### src/rtl/sxc_pkg.sv
// Purpose: constants and types for the extended configuration, test result
//          and shutter register block of the motion sensor
// Assumes: 8-bit register port, single 125 MHz clock
// Notes:   byte offsets of the register port are the documented addresses
package sxc_pkg;

  // ***************************************************************
  // register offsets
  // ***************************************************************
  localparam logic [7:0] CFG_ADDR     = 8'h0a;
  localparam logic [7:0] EXT_CFG_ADDR = 8'h0b;
  localparam logic [7:0] RES_LO_ADDR  = 8'h0c;
  localparam logic [7:0] RES_HI_ADDR  = 8'h0d;
  localparam logic [7:0] SHUT_LO_ADDR = 8'h0e;
  localparam logic [7:0] SHUT_HI_ADDR = 8'h0f;
  localparam logic [7:0] FWS_CMD_ADDR = 8'h14;
  localparam logic [7:0] FP_MAX_LO    = 8'h1a;
  localparam logic [7:0] FP_MAX_HI    = 8'h1b;
  localparam logic [7:0] SH_MAX_LO    = 8'h1e;
  localparam logic [7:0] SH_MAX_HI    = 8'h1f;

  // ***************************************************************
  // field positions and values
  // ***************************************************************
  localparam int         EXT_BUSY_BIT = 7;
  localparam int         EXT_ONE_BIT  = 3;
  localparam int         EXT_NPU_BIT  = 2;
  localparam int         EXT_EXPOSURE_CONTROL_DISABLE_BIT = 1;
  localparam int         EXT_FFR_BIT  = 0;
  localparam int         CFG_SYS_BIT  = 5;
  localparam logic [7:0] FWS_CMD_CRC  = 8'ha1;
  localparam logic [15:0] SHUTTER_RST = 16'h0085;
  localparam logic [15:0] FP_MAX_RST  = 16'h2ee0;
  localparam logic [15:0] SH_MAX_RST  = 16'h2000;
  localparam logic [15:0] SYS_PASS    = 16'ha9d5;
  localparam logic [15:0] SYS_FAIL    = 16'h0000;
  localparam logic [15:0] CRC_SEED    = 16'hffff;
  localparam logic [15:0] CRC_POLY    = 16'h1021;
  localparam logic [1:0]  BUSY_FRAMES = 2'h2;
  localparam int          SHUT_SHIFT  = 4;
  localparam int          STORE_AW    = 10;

  // ***************************************************************
  // timing
  // ***************************************************************
  localparam int CLK_KHZ      = 125000;
  localparam int SYS_TEST_MS  = 200;
  localparam int CRC_WAIT_MS  = 7;
  localparam int SYS_TEST_CYC = SYS_TEST_MS * CLK_KHZ;
  localparam int CRC_WAIT_CYC = CRC_WAIT_MS * CLK_KHZ;
  localparam int WAIT_W       = 25;

  // ***************************************************************
  // types
  // ***************************************************************
  typedef enum logic [2:0] {
    SXC_IDLE, SXC_SYS_RUN, SXC_CRC_READ, SXC_CRC_TIME, SXC_CRC_FRAME
  } sxc_phase_type;

  typedef struct packed {
    logic [15:0] period;
    logic [15:0] shutter;
  } sxc_expo_type;

  typedef struct packed {
    logic                npu;
    logic                exposure_control_disable;
    logic                ffr;
    logic [1:0]          busy_cnt;
    logic [15:0]         fp_max;
    logic [15:0]         sh_max;
    logic [15:0]         shutter;
    logic [15:0]         result;
    logic [15:0]         crc;
    logic [15:0]         frame_cnt;
    logic                frame_tick;
    sxc_phase_type       phase;
    logic [WAIT_W-1:0]   wait_cnt;
    logic [STORE_AW-1:0] addr;
    logic                data_ok;
    logic                wipe;
    logic [7:0]          rdata;
  } sxc_state_type;

endpackage

### src/rtl/sxc_regs.sv
// Purpose: extended configuration, self test results and shutter value
// Assumes: register port on i_clk; all other inputs from logic on i_clk
// Notes:   writes are ignored while a self test runs
//
// Strobed register access was left to the implementer.
`timescale 1ns/10ps
`default_nettype none
module sxc_regs #(
  parameter int SYS_CYC = sxc_pkg::SYS_TEST_CYC,
  parameter int CRC_CYC = sxc_pkg::CRC_WAIT_CYC
) (
  input  wire logic                          i_clk,
  input  wire logic                          i_rst,
  input  wire logic [7:0]                    i_addr,
  input  wire logic [7:0]                    i_wdata,
  input  wire logic                          i_we,
  input  wire logic                          i_re,
  output logic [7:0]                         o_rdata,
  input  wire logic [15:0]                   i_auto_period,
  input  wire logic                          i_expo_raise,
  input  wire logic                          i_expo_lower,
  input  wire logic                          i_self_test_ok,
  input  wire logic [7:0]                    i_store_data,
  output logic [sxc_pkg::STORE_AW-1:0]       o_store_addr,
  output logic                               o_store_wipe,
  output logic [2:0]                         o_pullup_en,
  output logic                               o_exposure_control_disable,
  output logic                               o_fixed_frame_rate,
  output sxc_pkg::sxc_expo_type              o_expo,
  output logic                               o_frame_tick,
  output logic                               o_nav_halt
);
  import sxc_pkg::*;

  sxc_state_type s_r;
  sxc_state_type s_nxt;
  logic [15:0]   period;
  logic          tick;
  logic          busy;

  // ***************************************************************
  // helpers
  // ***************************************************************
  function automatic logic is_ro(input logic [7:0] a);
    is_ro = (a == RES_LO_ADDR) || (a == RES_HI_ADDR) ||
            (a == SHUT_LO_ADDR) || (a == SHUT_HI_ADDR);
  endfunction

  function automatic logic [15:0] crc_byte(input logic [15:0] c, input logic [7:0] d);
    logic [15:0] x;
    x = c ^ {d, 8'h00};
    for (int i = 0; i < 8; i++)
    begin
      x = x[15] ? ((x << 1) ^ CRC_POLY) : (x << 1);
    end
    crc_byte = x;
  endfunction

  assign period = s_r.ffr ? s_r.fp_max : i_auto_period;
  assign tick   = (17'({1'b0, s_r.frame_cnt}) + 17'h00001) >= {1'b0, period};
  assign busy   = (s_r.busy_cnt != 2'h0);

  // ***************************************************************
  // next state
  // ***************************************************************
  always_comb
  begin
    logic [16:0] step;
    logic [16:0] up;
    logic [16:0] dn;
    step = {5'h00, s_r.shutter[15:SHUT_SHIFT]};
    if (step == 17'h00000)
    begin
      step = 17'h00001;
    end
    up = {1'b0, s_r.shutter} + step;
    dn = {1'b0, s_r.shutter} - step;
    s_nxt = s_r;
    s_nxt.frame_tick = tick;
    s_nxt.frame_cnt  = tick ? 16'h0000 : s_r.frame_cnt + 16'h0001;
    s_nxt.wipe    = 1'b0;
    s_nxt.data_ok = 1'b0;
    s_nxt.rdata   = 8'h00;
    // settling count runs down by frames
    if (tick && busy)
    begin
      s_nxt.busy_cnt = s_r.busy_cnt - 2'h1;
    end
    if (tick && s_r.phase == SXC_IDLE)
    begin
      if (s_r.exposure_control_disable)
      begin
        s_nxt.shutter = s_r.sh_max;
      end
      else if (i_expo_raise && !i_expo_lower)
      begin
        s_nxt.shutter = (up > {1'b0, s_r.sh_max}) ? s_r.sh_max : up[15:0];
      end
      else if (i_expo_lower && !i_expo_raise && dn != 17'h00000)
      begin
        s_nxt.shutter = dn[15:0];
      end
    end
    // read data one cycle later, either byte order
    if (i_re)
    begin
      case (i_addr)
        EXT_CFG_ADDR:
        begin
          s_nxt.rdata = 8'h00;
          s_nxt.rdata[EXT_BUSY_BIT] = busy;
          s_nxt.rdata[EXT_ONE_BIT]  = 1'b1;
          s_nxt.rdata[EXT_NPU_BIT]  = s_r.npu;
          s_nxt.rdata[EXT_EXPOSURE_CONTROL_DISABLE_BIT] = s_r.exposure_control_disable;
          s_nxt.rdata[EXT_FFR_BIT]  = s_r.ffr;
        end
        RES_LO_ADDR:  s_nxt.rdata = s_r.result[7:0];
        RES_HI_ADDR:  s_nxt.rdata = s_r.result[15:8];
        SHUT_LO_ADDR: s_nxt.rdata = s_r.shutter[7:0];
        SHUT_HI_ADDR: s_nxt.rdata = s_r.shutter[15:8];
        FP_MAX_LO:    s_nxt.rdata = s_r.fp_max[7:0];
        FP_MAX_HI:    s_nxt.rdata = s_r.fp_max[15:8];
        SH_MAX_LO:    s_nxt.rdata = s_r.sh_max[7:0];
        SH_MAX_HI:    s_nxt.rdata = s_r.sh_max[15:8];
        default:      s_nxt.rdata = 8'h00;
      endcase
    end
    // read-only offsets fall to default and change nothing
    if (i_we && s_r.phase == SXC_IDLE)
    begin
      case (i_addr)
        EXT_CFG_ADDR:
        begin
          s_nxt.npu  = i_wdata[EXT_NPU_BIT];
          s_nxt.exposure_control_disable = i_wdata[EXT_EXPOSURE_CONTROL_DISABLE_BIT];
          s_nxt.ffr  = i_wdata[EXT_FFR_BIT];
        end
        FP_MAX_LO: s_nxt.fp_max[7:0] = i_wdata;
        FP_MAX_HI:
        begin
          s_nxt.fp_max[15:8] = i_wdata;
          // upper bound write raises busy for two frames
          s_nxt.busy_cnt = BUSY_FRAMES;
        end
        SH_MAX_LO: s_nxt.sh_max[7:0]  = i_wdata;
        SH_MAX_HI: s_nxt.sh_max[15:8] = i_wdata;
        FWS_CMD_ADDR:
        begin
          if (i_wdata == FWS_CMD_CRC)
          begin
            s_nxt.phase    = SXC_CRC_READ;
            s_nxt.crc      = CRC_SEED;
            s_nxt.addr     = '0;
            s_nxt.wait_cnt = '0;
          end
        end
        CFG_ADDR:
        begin
          if (i_wdata[CFG_SYS_BIT])
          begin
            s_nxt.phase    = SXC_SYS_RUN;
            s_nxt.wait_cnt = '0;
          end
        end
        default: s_nxt.busy_cnt = s_nxt.busy_cnt;
      endcase
    end
    // ***************************************************************
    // self tests
    // ***************************************************************
    case (s_r.phase)
      SXC_SYS_RUN:
      begin
        s_nxt.wait_cnt = s_r.wait_cnt + 1'b1;
        if (s_r.wait_cnt == WAIT_W'(SYS_CYC - 1))
        begin
          s_nxt.result   = i_self_test_ok ? SYS_PASS : SYS_FAIL;
          s_nxt.phase    = SXC_IDLE;
          s_nxt.wipe     = 1'b1;
          s_nxt.npu      = 1'b0;
          s_nxt.exposure_control_disable     = 1'b0;
          s_nxt.ffr      = 1'b0;
          s_nxt.busy_cnt = 2'h0;
          s_nxt.fp_max   = FP_MAX_RST;
          s_nxt.sh_max   = SH_MAX_RST;
          s_nxt.shutter  = SHUTTER_RST;
        end
      end
      SXC_CRC_READ:
      begin
        s_nxt.wait_cnt = s_r.wait_cnt + 1'b1;
        s_nxt.addr     = s_r.addr + 1'b1;
        s_nxt.data_ok  = 1'b1;
        if (s_r.data_ok)
        begin
          s_nxt.crc = crc_byte(s_r.crc, i_store_data);
        end
        if (s_r.addr == {STORE_AW{1'b1}})
        begin
          s_nxt.phase = SXC_CRC_TIME;
        end
      end
      SXC_CRC_TIME:
      begin
        if (s_r.data_ok)
        begin
          s_nxt.crc = crc_byte(s_r.crc, i_store_data);
        end
        // 7 ms before the frame wait
        s_nxt.wait_cnt = s_r.wait_cnt + 1'b1;
        if (s_r.wait_cnt >= WAIT_W'(CRC_CYC - 1))
        begin
          s_nxt.phase = SXC_CRC_FRAME;
        end
      end
      SXC_CRC_FRAME:
      begin
        if (tick)
        begin
          s_nxt.result = s_r.crc;
          s_nxt.phase  = SXC_IDLE;
        end
      end
      default: s_nxt.phase = s_nxt.phase;
    endcase
  end

  always_ff @(posedge i_clk or posedge i_rst)
  begin
    if (i_rst)
    begin
      s_r         <= '0;
      s_r.phase   <= SXC_IDLE;
      s_r.fp_max  <= FP_MAX_RST;
      s_r.sh_max  <= SH_MAX_RST;
      s_r.shutter <= SHUTTER_RST;
      s_r.crc     <= CRC_SEED;
    end
    else
    begin
      s_r <= s_nxt;
    end
  end

  // ***************************************************************
  // outputs
  // ***************************************************************
  assign o_rdata                    = s_r.rdata;
  assign o_store_addr               = s_r.addr;
  assign o_store_wipe               = s_r.wipe;
  assign o_pullup_en                = {3{~s_r.npu}};
  assign o_exposure_control_disable = s_r.exposure_control_disable;
  // fixed rate uses the upper bound
  assign o_fixed_frame_rate         = s_r.ffr;
  assign o_expo.period              = period;
  assign o_expo.shutter             = s_r.shutter;
  assign o_frame_tick               = s_r.frame_tick;
  assign o_nav_halt                 = (s_r.phase != SXC_IDLE);
endmodule
`default_nettype wire

### config.mk
export PLATFORM = sky130hd
export DESIGN_NAME = sxc_regs
export DESIGN_NICKNAME = d
export VERILOG_FILES = /design/src/rtl/sxc_pkg.sv /design/src/rtl/sxc_regs.sv
export SDC_FILE = /design/constraint.sdc
export NUM_CORES = 1
export LEC_CHECK = 0
export ABC_AREA = 1
export BUFFER_PORTS_ARGS = -buffer_cell sky130_fd_sc_hd__buf_2
export CAP_MARGIN = 20
export CORE_UTILIZATION = 45
export DETAILED_ROUTE_END_ITERATION = 8
export PLACE_DENSITY = 0.65
export SLEW_MARGIN = 10
export SYNTH_ARGS = -nofsm -noshare
export SYNTH_HDL_FRONTEND = slang
export SYNTH_SLANG_ARGS = --single-unit
### constraint.sdc
create_clock -name i_clk -period 13.5 [get_ports i_clk]
set_clock_uncertainty 0.05 [all_clocks]
set_input_delay 1.35 -clock i_clk [delete_from_list [all_inputs] [get_ports i_clk]]
set_output_delay 1.35 -clock i_clk [all_outputs]
set_load 0.1 [all_outputs]
==> results of run 1 <==
final timing paths:
check,to,depth (start not counted),slack (ns),startpoint
max,o_expo[8]$_DFF_PP0_,27,8.27,o_expo[14]$_DFF_PP0_
min,s_r[90]$_DFFE_PP0P_,2,0.44,s_r[90]$_DFFE_PP0P_
max reg2reg,o_expo[8]$_DFF_PP0_,27,8.27,o_expo[14]$_DFF_PP0_
min reg2reg,s_r[90]$_DFFE_PP0P_,2,0.44,s_r[90]$_DFFE_PP0P_
max in group asynchronous,s_r[51]$_DFF_PP0_,3,11.11,i_rst
min in group asynchronous,s_r[38]$_DFFE_PP0P_,2,1.08,i_rst
Yosys cell counts, types with 4 or more instances:
master    number
a21oi_1       91
a221oi_1      12
a31oi_1       15
and2_1         4
buf_2         12
buf_4         42
clkbuf_1      31
dfrtp_1      123
dfstp_2       27
ha_1          61
inv_1        284
inv_2          8
nand2_1      377
nand2_2        5
nand3_1      122
nand3_2        4
nand3b_1       6
nand4_1       20
nor2_1       117
nor2_2         5
nor3_1        19
nor4_1        13
o211ai_1      34
o21ai_0       52
o22ai_1       30
o32ai_1        4
or2_2         11
xnor2_1       19
xor2_1        25
final cells by class:
cell class | instances | area (um2) | area share
Multi-Input combinational cell | 1087 | 5920 | 0.478
Sequential cell | 150 | 3790 | 0.306
Inverter | 293 | 1100 | 0.0892
Timing Repair Buffer | 107 | 543 | 0.0438
Clock buffer | 25 | 507 | 0.0409
Tap cell | 324 | 405 | 0.0327
Clock inverter | 7 | 118 | 0.00949
Antenna cell | 1 | 2.50 | 0.000202
cells by family after synthesis:
kind of cell,count (synthesis)
and+or+nand+nor,715
buffers and inverters,382
AOI/OAI and AO/OA,264
DFF,150
adders and majority gates,63
xor gates and xnor gates,44
muxes,1
power groups by stage:
stage	clock network (mW)	registers (mW)	logic, mW
2_1_floorplan	0	0.482	0.109
3_3_place_gp	0	0.484	0.140
3_5_place_dp	0	0.485	0.144
4_1_cts	0.512	0.477	0.146
5_1_grt	0.530	0.479	0.165
6_report	0.507	0.477	0.146
registers in the layout, indices dropped and copies added (netlist names):
name and count:
o_store_addr 10, o_store_wipe 1, s_r 112, o_expo 16
o_fixed_frame_rate 1, o_rdata 8, o_exposure_control_disable 1, o_frame_tick 1
critical path: stages (launching register included):
cell and delay (ns):
dfrtp_1 0.52, inv_1 0.26, nand3_1 0.14, o41ai_1 0.63
ha_1 0.31, fa_1 0.20, nand2_1 0.09, a21oi_2 0.20
nand3_1 0.09, nand2_1 0.15, nand3_1 0.09, nand2_1 0.13
xor2_1 0.22, ha_1 0.28, a21oi_1 0.15, o21a_1 0.13
nand2_1 0.05, nand2_1 0.05, nand2_1 0.04, nand2_1 0.05
nand2_1 0.06, nand2_1 0.36, nand2_2 0.37, nand2_1 0.15
nand3_1 0.07, nand3_1 0.10, nand2_1 0.08, a21oi_1 0.13
per-stage QoR:
| stage | std cells | worst slack (ns) |
|---|---|---|
| 2_1_floorplan | 1619 | 8.11 |
| 6_report | 1994 | 8.27 |
| 3_3_place_gp | 1961 | 8.63 |
| 4_1_cts | 1993 | 8.41 |
| 5_1_grt | 1993 | 7.83 |
| 3_5_place_dp | 1961 | 8.42 |
metal layers:
layer  vias to the layer above  GRT usage  wire length [um]
met2                       393      0.407             15000
met3                        53     0.0491              2250
met5                         -          0                30
met1                      4997      0.363             14900
li1                       5287          -                 -
met4                         4     0.0738               674
==> results.ini, run 1 <==
[outcome]
status=completed

[power_and_ir_drop]
power.density_nw_per_um2=91.2
p_sw_uw=300
intPower_uw=831
clkPwrFrac=0.449
pwr-share-comb=0.129
pwr-share-seq=0.422
power_mw=1.13
switching_share=0.265
ir_drop_uv=71.1
p_leak_nw=7.00

[final_layout]
layout-drive-gt1-share=0.123
mostFrequentLayoutCells=nand2_1, inv_1, dfrtp_1
fill_cells=2467
fin_util=0.505
nets=1766
syn2layout_area_growth_pct=9.27
final_common_cell=nand2_1
fin_area_um2=12400

[synth]
synth_top_family_by_area=simple AND/OR/NAND/NOR gates
synth-xor-area-share=0.0340
synth_edf_count=0
ys_types=57
syn_nets=1729
syn-mean-instance-area_um2=7.00
ys_ff_latch=150
yosys.area_share.simple=0.276
synthArstFlopShare=1.00
synthCells=1619
synthMuxAreaShare=0.000883
yosys-top-cells-area=dfrtp_1, nand2_1, inv_1, ha_1, dfstp_2
synth_seq_area_share=0.334
synth-adder-area-share=0.0708
yosysTopAreaCell=dfrtp_1
yosysTopAreaCellShare=0.271
synth_compound_area_frac=0.141
synth_flop_cell=dfrtp_1
syn-cell-area_um2=11300
yosys_warnings=0

[clock_network]
cts_hold_buffers=0
htreeDepth=4
clkLatencyLatePin_ns=0.43
cts_root_buf=clkbuf_16
path_clk_slew_ns=0.06
postCtsSetupBuffers=0
cts_buffers=17
ctsResizeCount=0
cts_sinks=150
cts.path.max_buffers=2
cts_tree=yes

[die]
initial_core_util=0.462
ios=105
num_rows=57
core_area_um2=24500
die_h_um=161
die_w_um=161
dieArea_um2=25800

[placed_design]
portBuffers=104
place_hpwl_mm=24.6
gp_congestion=0.951
placed_area_um2=11800

[global_route]
grt_pass1_wl_mm=53.1
grt_usage=0.259
grt_max_degree=105
antenna_found_initial=3
grt_pass1_vias=10288
grt-ovfl-total=0

[timing]
final_max_slew_viol_count=0
clock.fmax_mhz=191
finalCritPeriodShare=0.388
whs_ns=0.438
worst_pin_slew_ns=1.09
rsz0062_at_grt=no
finalSetupViolations=0
setup_tns_ns=0
slew_headroom=0.269
layout_min_cycle_time_ns=5.23
hold_viol=0

[worst_setup_path]
worstPathMaxFanout=19
crit_path_start_kind=flop
worstSetupPathType=reg2reg
crit_path_end_kind=flop
arrival_ns=5.54
crit_required_ns=13.81

[detailed_routing]
drt_iter0_markers=885
num_vias=10734
drt-total-wl_mm=32.8
ant_nets=0
viasPerCell=5.38
wl_per_cell_um=16.4
drt-pass1-iter-count=7
drc=0

[job]
cap_violations=0

[min_path]
holdCritPathClass=reg2reg

(Power assumes the default switching activity.)
==> run 2, diff against run 1 <==
--- a/config.mk
+++ b/config.mk
@@ -5,12 +5,12 @@
 export SDC_FILE = /design/constraint.sdc
 export NUM_CORES = 1
 export LEC_CHECK = 0
-export ABC_AREA = 1
+export ABC_AREA = 0
 export BUFFER_PORTS_ARGS = -buffer_cell sky130_fd_sc_hd__buf_2
 export CAP_MARGIN = 20
 export CORE_UTILIZATION = 45
 export DETAILED_ROUTE_END_ITERATION = 8
-export PLACE_DENSITY = 0.65
+export PLACE_DENSITY = 0.68
 export SLEW_MARGIN = 10
 export SYNTH_ARGS = -nofsm -noshare
 export SYNTH_HDL_FRONTEND = slang
==> constraint.sdc (replaced) <==
create_clock -name i_clk -period 4.7 [get_ports i_clk]
set_clock_uncertainty 0.05 [all_clocks]
set_input_delay 0.47 -clock i_clk [delete_from_list [all_inputs] [get_ports i_clk]]
set_output_delay 0.47 -clock i_clk [all_outputs]
set_load 0.1 [all_outputs]
==> results.ini, run 2 <==
[worst_setup_path]
r2r_setup_slack_ns=0.17  ; was 8.27 ns
reg2reg_depth=20  ; was 27
worstPathMaxFanout=6  ; was 19
r2r-start=o_expo[7]$_DFF_PP1_  ; was o_expo[14]$_DFF_PP0_
arrival_ns=4.80  ; was 5.54 ns
crit_path_end_kind=flop  ; unchanged
rr_endpoint=o_expo[11]$_DFF_PP0_  ; was o_expo[8]$_DFF_PP0_
cpPeakStageDelay_ns=0.55  ; was 0.63 ns
worstSetupPathType=reg2reg  ; unchanged
crit_path_start_kind=flop  ; unchanged
path_cells=nor4_2 > a31o_4 > ha_4 > fa_2 > nor2b_4 > o211a_1 > o31a_1 > o41ai_4 > buf_4 > xnor2_1 > ha_1 > o21ai_1 > o21ai_2 > a211oi_2 > a211oi_2 > nand2_2 > o21ai_4 > mux2i_1 > o22ai_1 > o311a_1
cpMostUsedCell=a211oi_2  ; was nand2_1
cp_slowest_cell=dfstp_2  ; was o41ai_1
crit_required_ns=4.96  ; was 13.81 ns

[synth]
synthCells=1277  ; was 1,619
synth_compound_area_frac=0.185  ; was 0.141
synth_edf_count=0  ; unchanged
yosys-top-cells-area=dfrtp_1, ha_1, dfstp_2, mux2i_1, a21oi_1  ; was dfrtp_1, nand2_1, inv_1, ha_1, dfstp_2
yosysTopAreaCellShare=0.278  ; was 0.271
syn-mean-instance-area_um2=8.67  ; was 7.00 um2
synth-adder-area-share=0.0725  ; was 0.0708
yosysTopAreaCell=dfrtp_1  ; unchanged
synthTopCellsByCount=dfrtp_1, nor2_1, nand2_1  ; was nand2_1, inv_1, dfrtp_1
ys_ff_latch=150  ; unchanged
synth_top_family_by_area=simple AND/OR/NAND/NOR gates  ; unchanged
synthArstFlopShare=1.00  ; unchanged
yosysMostFrequentCell=dfrtp_1  ; was nand2_1
synthMuxAreaShare=0.0677  ; was 0.000883
ys_types=97  ; was 57
synth_flop_cell=dfrtp_1  ; unchanged
syn-cell-area_um2=11100  ; was 11,300 um2
synth-xor-area-share=0.0522  ; was 0.0340
yosys_warnings=0  ; unchanged
yosys.area_share.simple=0.200  ; was 0.276
syn_nets=1387  ; was 1,729
synth_seq_area_share=0.342  ; was 0.334

[final_layout]
largest_reg_flops=112  ; unchanged
mostFrequentLayoutCells=dfrtp_1, buf_2, nor2_1  ; was nand2_1, inv_1, dfrtp_1
final_common_cell=dfrtp_1  ; was nand2_1
fill_cells=2279  ; was 2,467
fin_area_um2=12500  ; was 12,400 um2
nets=1455  ; was 1,766
layout-drive-gt1-share=0.203  ; was 0.123
syn2layout_area_growth_pct=13.1  ; was 9.27%
largest-register=s_r  ; unchanged
fin_util=0.517  ; was 0.505

[global_route]
grt_max_degree=64  ; was 105
grt_pass1_vias=9449  ; was 10,288
grt-ovfl-total=0  ; unchanged
antenna_found_initial=7  ; was 3
grt_pass1_wl_mm=52.0  ; was 53.1 mm
grt_usage=0.260  ; was 0.259

[timing]
setup_tns_ns=0  ; unchanged
hold_viol=0  ; unchanged
slew_headroom=0.300  ; was 0.269
layout_min_cycle_time_ns=4.53  ; was 5.23 ns
rsz0062_at_grt=yes  ; was no
finalSetupViolations=0  ; unchanged
final_max_slew_viol_count=0  ; unchanged
clock.fmax_mhz=221  ; was 191 MHz
setup_slack_ns=0.166  ; was 8.27 ns
whs_ns=0.0743  ; was 0.438 ns
finalCritPeriodShare=0.965  ; was 0.388
worst_pin_slew_ns=1.05  ; was 1.09 ns

[power_and_ir_drop]
intPower_mw=2.51  ; was 831 uW
p_leak_nw=5.45  ; was 7.00 nW
pwr-share-seq=0.400  ; was 0.422
pwr-share-comb=0.255  ; was 0.129
switching_share=0.339  ; was 0.265
ir_drop_uv=222  ; was 71.1 uV
p_sw_mw=1.29  ; was 300 uW
power.density_nw_per_um2=303  ; was 91.2 nW/um2
clkPwrFrac=0.345  ; was 0.449

[die]
num_rows=57  ; unchanged
ios=105  ; unchanged
die_w_um=159  ; was 161 um
core_area_um2=24200  ; was 24,500 um2
die_h_um=159  ; was 161 um
initial_core_util=0.457  ; was 0.462
dieArea_um2=25200  ; was 25,800 um2

[detailed_routing]
ant_nets=0  ; unchanged
drt-pass1-iter-count=8  ; was 7
viasPerCell=5.88  ; was 5.38
drt_iter0_markers=907  ; was 885
num_vias=9921  ; was 10,734
wl_met1_mm=14.3  ; was 14.9 mm
dr_wl_met3_mm=2.52  ; was 2.25 mm
drt-total-wl_mm=32.3  ; was 32.8 mm
met2_length_mm=14.5  ; was 15.0 mm
drc=0  ; unchanged
highest_layer=met5  ; unchanged
wl_per_cell_um=19.1  ; was 16.4 um

[clock_network]
cts_root_buf=clkbuf_16  ; unchanged
path_clk_slew_ns=0.06  ; about the same
cts_hold_buffers=0  ; unchanged
cts_tree=yes  ; unchanged
cts.path.max_buffers=2  ; unchanged
cts_sinks=150  ; unchanged
clkLatencyLatePin_ns=0.43  ; about the same
htreeDepth=4  ; unchanged
cts_buffers=17  ; unchanged

[outcome]
status=completed  ; unchanged

[min_path]
holdCritPathClass=in2async  ; was reg2reg

[placed_design]
placed_area_um2=11800  ; about the same
place_hpwl_mm=23.8  ; was 24.6 mm
gp_congestion=0.926  ; was 0.951
portBuffers=104  ; unchanged
dp_slack_ns=-0.0811  ; was 8.42 ns

[job]
cap_violations=0  ; unchanged

[run 2: kinds of logic after synthesis]
| logic type | count (synthesis) |
|---|---|
| AOI/OAI and AO/OA | 304 |
| xor gates and xnor gates | 66 |
| adders and majority gates | 63 |
| buffers and inverters | 189 |
| DFF | 150 |
| muxes | 67 |
| and+or+nand+nor | 438 |
[run 2: worst max-delay path by stage]
| stage | cells after the start | slack [ns] | end | from |
|---|---|---|---|---|
| after floorplan | 22 | 0.03 | o_expo[2]$_DFF_PP1_ | o_expo[15]$_DFF_PP0_ |
| after global placement | 22 | -0.05 | o_expo[14]$_DFF_PP0_ | o_expo[13]$_DFF_PP0_ |
| after detailed placement | 22 | -0.08 | o_expo[14]$_DFF_PP0_ | o_expo[12]$_DFF_PP0_ |
| after CTS | 21 | 0.02 | o_expo[7]$_DFF_PP1_ | o_expo[12]$_DFF_PP0_ |
| after global routing | 20 | -0.02 | o_expo[11]$_DFF_PP0_ | o_expo[7]$_DFF_PP1_ |
| final | 20 | 0.17 | o_expo[11]$_DFF_PP0_ | o_expo[7]$_DFF_PP1_ |
[run 2: power by group through the flow]
stage | Combinational [mW] | Sequential [mW] | Clock (mW)
after floorplan | 0.709 | 1.51 | 0
after global placement | 0.913 | 1.53 | 0
after detailed placement | 0.926 | 1.54 | 0
after CTS | 0.941 | 1.51 | 1.32
after global routing | 1.06 | 1.54 | 1.38
final | 0.966 | 1.52 | 1.31
[run 2: metal layers]
layer / GRT usage / vias to the layer above
met1: 0.362 / 4739
met3: 0.0525 / 75
met5: 0 / -
met4: 0.102 / 4
li1: - / 4693
met2: 0.396 / 410
[run 2: area by class of cell]
| class | instances | area [um2] | area share |
|---|---|---|---|
| multi-input combinational | 939 | 6530 | 0.521 |
| sequential | 150 | 3790 | 0.302 |
| timing repair buffer | 158 | 930 | 0.0742 |
| clock buffer | 22 | 497 | 0.0397 |
| tap | 324 | 405 | 0.0324 |
| inverter | 79 | 302 | 0.0241 |
| clock inverter | 10 | 67.6 | 0.00539 |
| antenna | 5 | 12.5 | 0.000999 |
[run 2: through the flow]
stage | cells | power (mW)
after CTS | 1682 | 3.78
after detailed placement | 1647 | 2.46
after global placement | 1647 | 2.44
final | 1687 | 3.79
after floorplan | 1277 | 2.22
after global routing | 1683 | 3.97
[run 2: critical path: cells and delay by family, from the launching register on]
| kind | cells | cell delay, ns |
|---|---|---|
| xor+xnor | 1 | 0.06 |
| fa+ha+maj | 3 | 0.80 |
| simple gates | 3 | 0.33 |
| flops | 1 | 0.55 |
| mux | 1 | 0.24 |
| compound gates | 11 | 2.20 |
| buf+inv | 1 | 0.19 |
[run 2: what timing repair did]
action                                 4_1_cts  5_1_grt
pin swaps                                    6       14
endpoints found under the hold margin        0        0
setup endpoints to repair                   11       16
resized for setup                           10       19
cloned                                       1        0
setup buffers                                2        1
==> run 3, diff against run 2 <==
--- a/config.mk
+++ b/config.mk
@@ -6,11 +6,12 @@
 export NUM_CORES = 1
 export LEC_CHECK = 0
 export ABC_AREA = 0
-export BUFFER_PORTS_ARGS = -buffer_cell sky130_fd_sc_hd__buf_2
 export CAP_MARGIN = 20
 export CORE_UTILIZATION = 45
 export DETAILED_ROUTE_END_ITERATION = 8
-export PLACE_DENSITY = 0.68
+export DONT_BUFFER_PORTS = 1
+export PLACE_DENSITY = 0.64
+export SKIP_LAST_GASP = 1
 export SLEW_MARGIN = 10
 export SYNTH_ARGS = -nofsm -noshare
 export SYNTH_HDL_FRONTEND = slang
==> results.ini, run 3 (synthesized netlist as in run 2, its figures left out) <==
[clock_network]
cts.path.max_buffers=2  ; unchanged
cts_root_buf=clkbuf_16  ; unchanged
cts_buffers=17  ; unchanged
cts_sinks=150  ; unchanged
clkLatencyLatePin_ns=0.43  ; about the same
cts_tree=yes  ; unchanged
htreeDepth=4  ; unchanged
path_clk_slew_ns=0.07  ; was 0.06 ns

[worst_setup_path]
worstPathMaxFanout=6  ; unchanged
cp_slowest_cell=dfstp_2  ; unchanged
crit_path_start_kind=flop  ; unchanged
crit_required_ns=4.92  ; was 4.96 ns
arrival_ns=4.94  ; was 4.80 ns
cpPeakStageDelay_ns=0.53  ; was 0.55 ns
path_cells=nor4_1 > a31o_4 > ha_4 > fa_2 > nor2b_4 > o211a_1 > o31a_1 > o41ai_4 > buf_4 > xnor2_1 > ha_1 > o21ai_1 > o21ai_1 > a211oi_2 > a211oi_2 > nand2_2 > o21ai_4 > mux2_2 > o21ai_0 > o22ai_1  ; was nor4_2 > a31o_4 > ha_4 > fa_2 > nor2b_4 > o211a_1 > o31a_1 > o41ai_4 > buf_4 > xnor2_1 > ha_1 > o21ai_1 > o21ai_2 > a211oi_2 > a211oi_2 > nand2_2 > o21ai_4 > mux2i_1 > o22ai_1 > o311a_1
worstSetupPathType=reg2reg  ; unchanged
crit_path_end_kind=flop  ; unchanged

[timing]
setup_tns_ns=-0.0306  ; was 0 ns
finalCritPeriodShare=1.00  ; was 0.965
slew_headroom=0.314  ; was 0.300
clock.fmax_mhz=212  ; was 221 MHz
whs_ns=0.116  ; was 0.0743 ns
setup_slack_ns=-0.0188  ; was 0.166 ns
worst_pin_slew_ns=1.03  ; was 1.05 ns
final_max_slew_viol_count=0  ; unchanged
hold_viol=0  ; unchanged
finalSetupViolations=3  ; was 0
rsz0062_at_grt=yes  ; unchanged
layout_min_cycle_time_ns=4.72  ; was 4.53 ns

[detailed_routing]
wl_per_cell_um=19.9  ; was 19.1 um
num_vias=9550  ; was 9,921
ant_nets=0  ; unchanged
viasPerCell=5.97  ; was 5.88
drt_iter0_markers=900  ; was 907
drt-total-wl_mm=31.8  ; was 32.3 mm
drt-pass1-iter-count=9  ; was 8
drc=0  ; unchanged

[die]
die_h_um=159  ; unchanged
dieArea_um2=25200  ; unchanged
ios=105  ; unchanged
num_rows=57  ; unchanged
core_area_um2=24200  ; unchanged
initial_core_util=0.457  ; unchanged
die_w_um=159  ; unchanged

[min_path]
holdCritPathClass=in2reg  ; was in2async

[global_route]
grt_usage=0.253  ; was 0.260
grt_max_degree=61  ; was 64
grt_pass1_vias=8937  ; was 9,449
grt_pass1_wl_mm=50.1  ; was 52.0 mm
antenna_found_initial=1  ; was 7
grt-ovfl-total=0  ; unchanged

[final_layout]
fin_cells=1601  ; was 1,687
nets=1372  ; was 1,455
syn2layout_area_growth_pct=10.4  ; was 13.1%
mostFrequentLayoutCells=dfrtp_1, nor2_1, nand2_1  ; was dfrtp_1, buf_2, nor2_1
layout-drive-gt1-share=0.153  ; was 0.203
final_common_cell=dfrtp_1  ; unchanged
fill_cells=2310  ; was 2,279
largest-register=s_r  ; unchanged
fin_area_um2=12200  ; was 12,500 um2
largest_reg_flops=112  ; unchanged

[placed_design]
dp_cells=1562  ; was 1,647
gp_congestion=0.899  ; was 0.926
place_hpwl_mm=23.5  ; was 23.8 mm
portBuffers=0  ; was 104
placed_area_um2=11400  ; was 11,800 um2

[job]
cap_violations=0  ; unchanged

[power_and_ir_drop]
p_sw_mw=1.27  ; was 1.29 mW
power.density_nw_per_um2=317  ; was 303 nW/um2
p_leak_nw=5.18  ; was 5.45 nW
pwr-share-seq=0.394  ; was 0.400
clkPwrFrac=0.372  ; was 0.345
pwr-share-comb=0.234  ; was 0.255
switching_share=0.327  ; was 0.339
ir_drop_uv=233  ; was 222 uV
intPower_mw=2.61  ; was 2.51 mW

[outcome]
status=finished, violations left  ; was completed
violations=negative setup slack

-- run 3: stage by stage --
step | setup slack (ns) | power [mW] | utilization
2_1_floorplan | 0.0303 | 2.22 | -
4_1_cts | 0.00409 | 3.88 | 0.499
5_1_grt | -0.222 | 4.06 | 0.504
6_report | -0.0188 | 3.88 | 0.505
3_5_place_dp | -0.0743 | 2.42 | 0.471
3_3_place_gp | -0.0232 | 2.41 | 0.471
-- run 3: worst paths after layout --
kind                                      from                   to  slack, ns  cells after the start
max                        o_expo[7]$_DFF_PP1_  o_expo[4]$_DFF_PP0_      -0.02                     20
min                                 i_wdata[3]   s_r[140]$_DFF_PP1_       0.12                      2
max reg2reg                o_expo[7]$_DFF_PP1_  o_expo[4]$_DFF_PP0_      -0.02                     20
min reg2reg                  s_r[49]$_DFF_PP0_    s_r[49]$_DFF_PP0_       0.45                      1
max in group asynchronous                i_rst  s_r[25]$_DFFE_PP0P_       2.92                      3
min in group asynchronous                i_rst    s_r[52]$_DFF_PP0_       0.56                      2
-- run 3: metal layers --
layer,wire length (um),track usage
met5,0,0
met4,1000,0.100
met3,2600,0.0705
met1,14100,0.349
met2,14100,0.375
-- run 3: final cells by class --
type	count	area (um2)	area share
Sequential cell	150	3790	0.310
Multi-Input combinational cell	939	6510	0.532
Timing Repair Buffer	75	581	0.0475
Inverter	79	302	0.0246
Clock inverter	8	66.3	0.00542
Antenna cell	2	5.00	0.000409
Clock buffer	24	578	0.0472
Tap cell	324	405	0.0331
-- run 3: repair_timing --
| action | CTS | global route |
|---|---|---|
| pin swaps | 0 | 7 |
| setup endpoints to repair | 9 | 16 |
| resized for setup | 1 | 25 |
| gates cloned | 1 | 0 |
| buffers inserted | 2 | 2 |
| hold endpoints to repair | 51 | 0 |
| hold buffers | 1 | 0 |
-- run 3: critical path: cells and delay by family, from the launching register on --
family	cells	cell delay, ns
and+or+nand+nor	3	0.32
AOI/OAI and AO/OA	11	2.24
DFF	1	0.53
adders and majority gates	3	0.80
muxes	1	0.37
xor gates and xnor gates	1	0.06
buffers and inverters	1	0.18
-- run 3: power groups by stage --
stage                     Combinational, mW  Clock [mW]  Sequential (mW)
final                                 0.908        1.44             1.53
after global placement                0.864           0             1.54
after CTS                             0.888        1.47             1.53
after floorplan                       0.709           0             1.51
after detailed placement              0.874           0             1.55
after global routing                  0.994        1.52             1.54
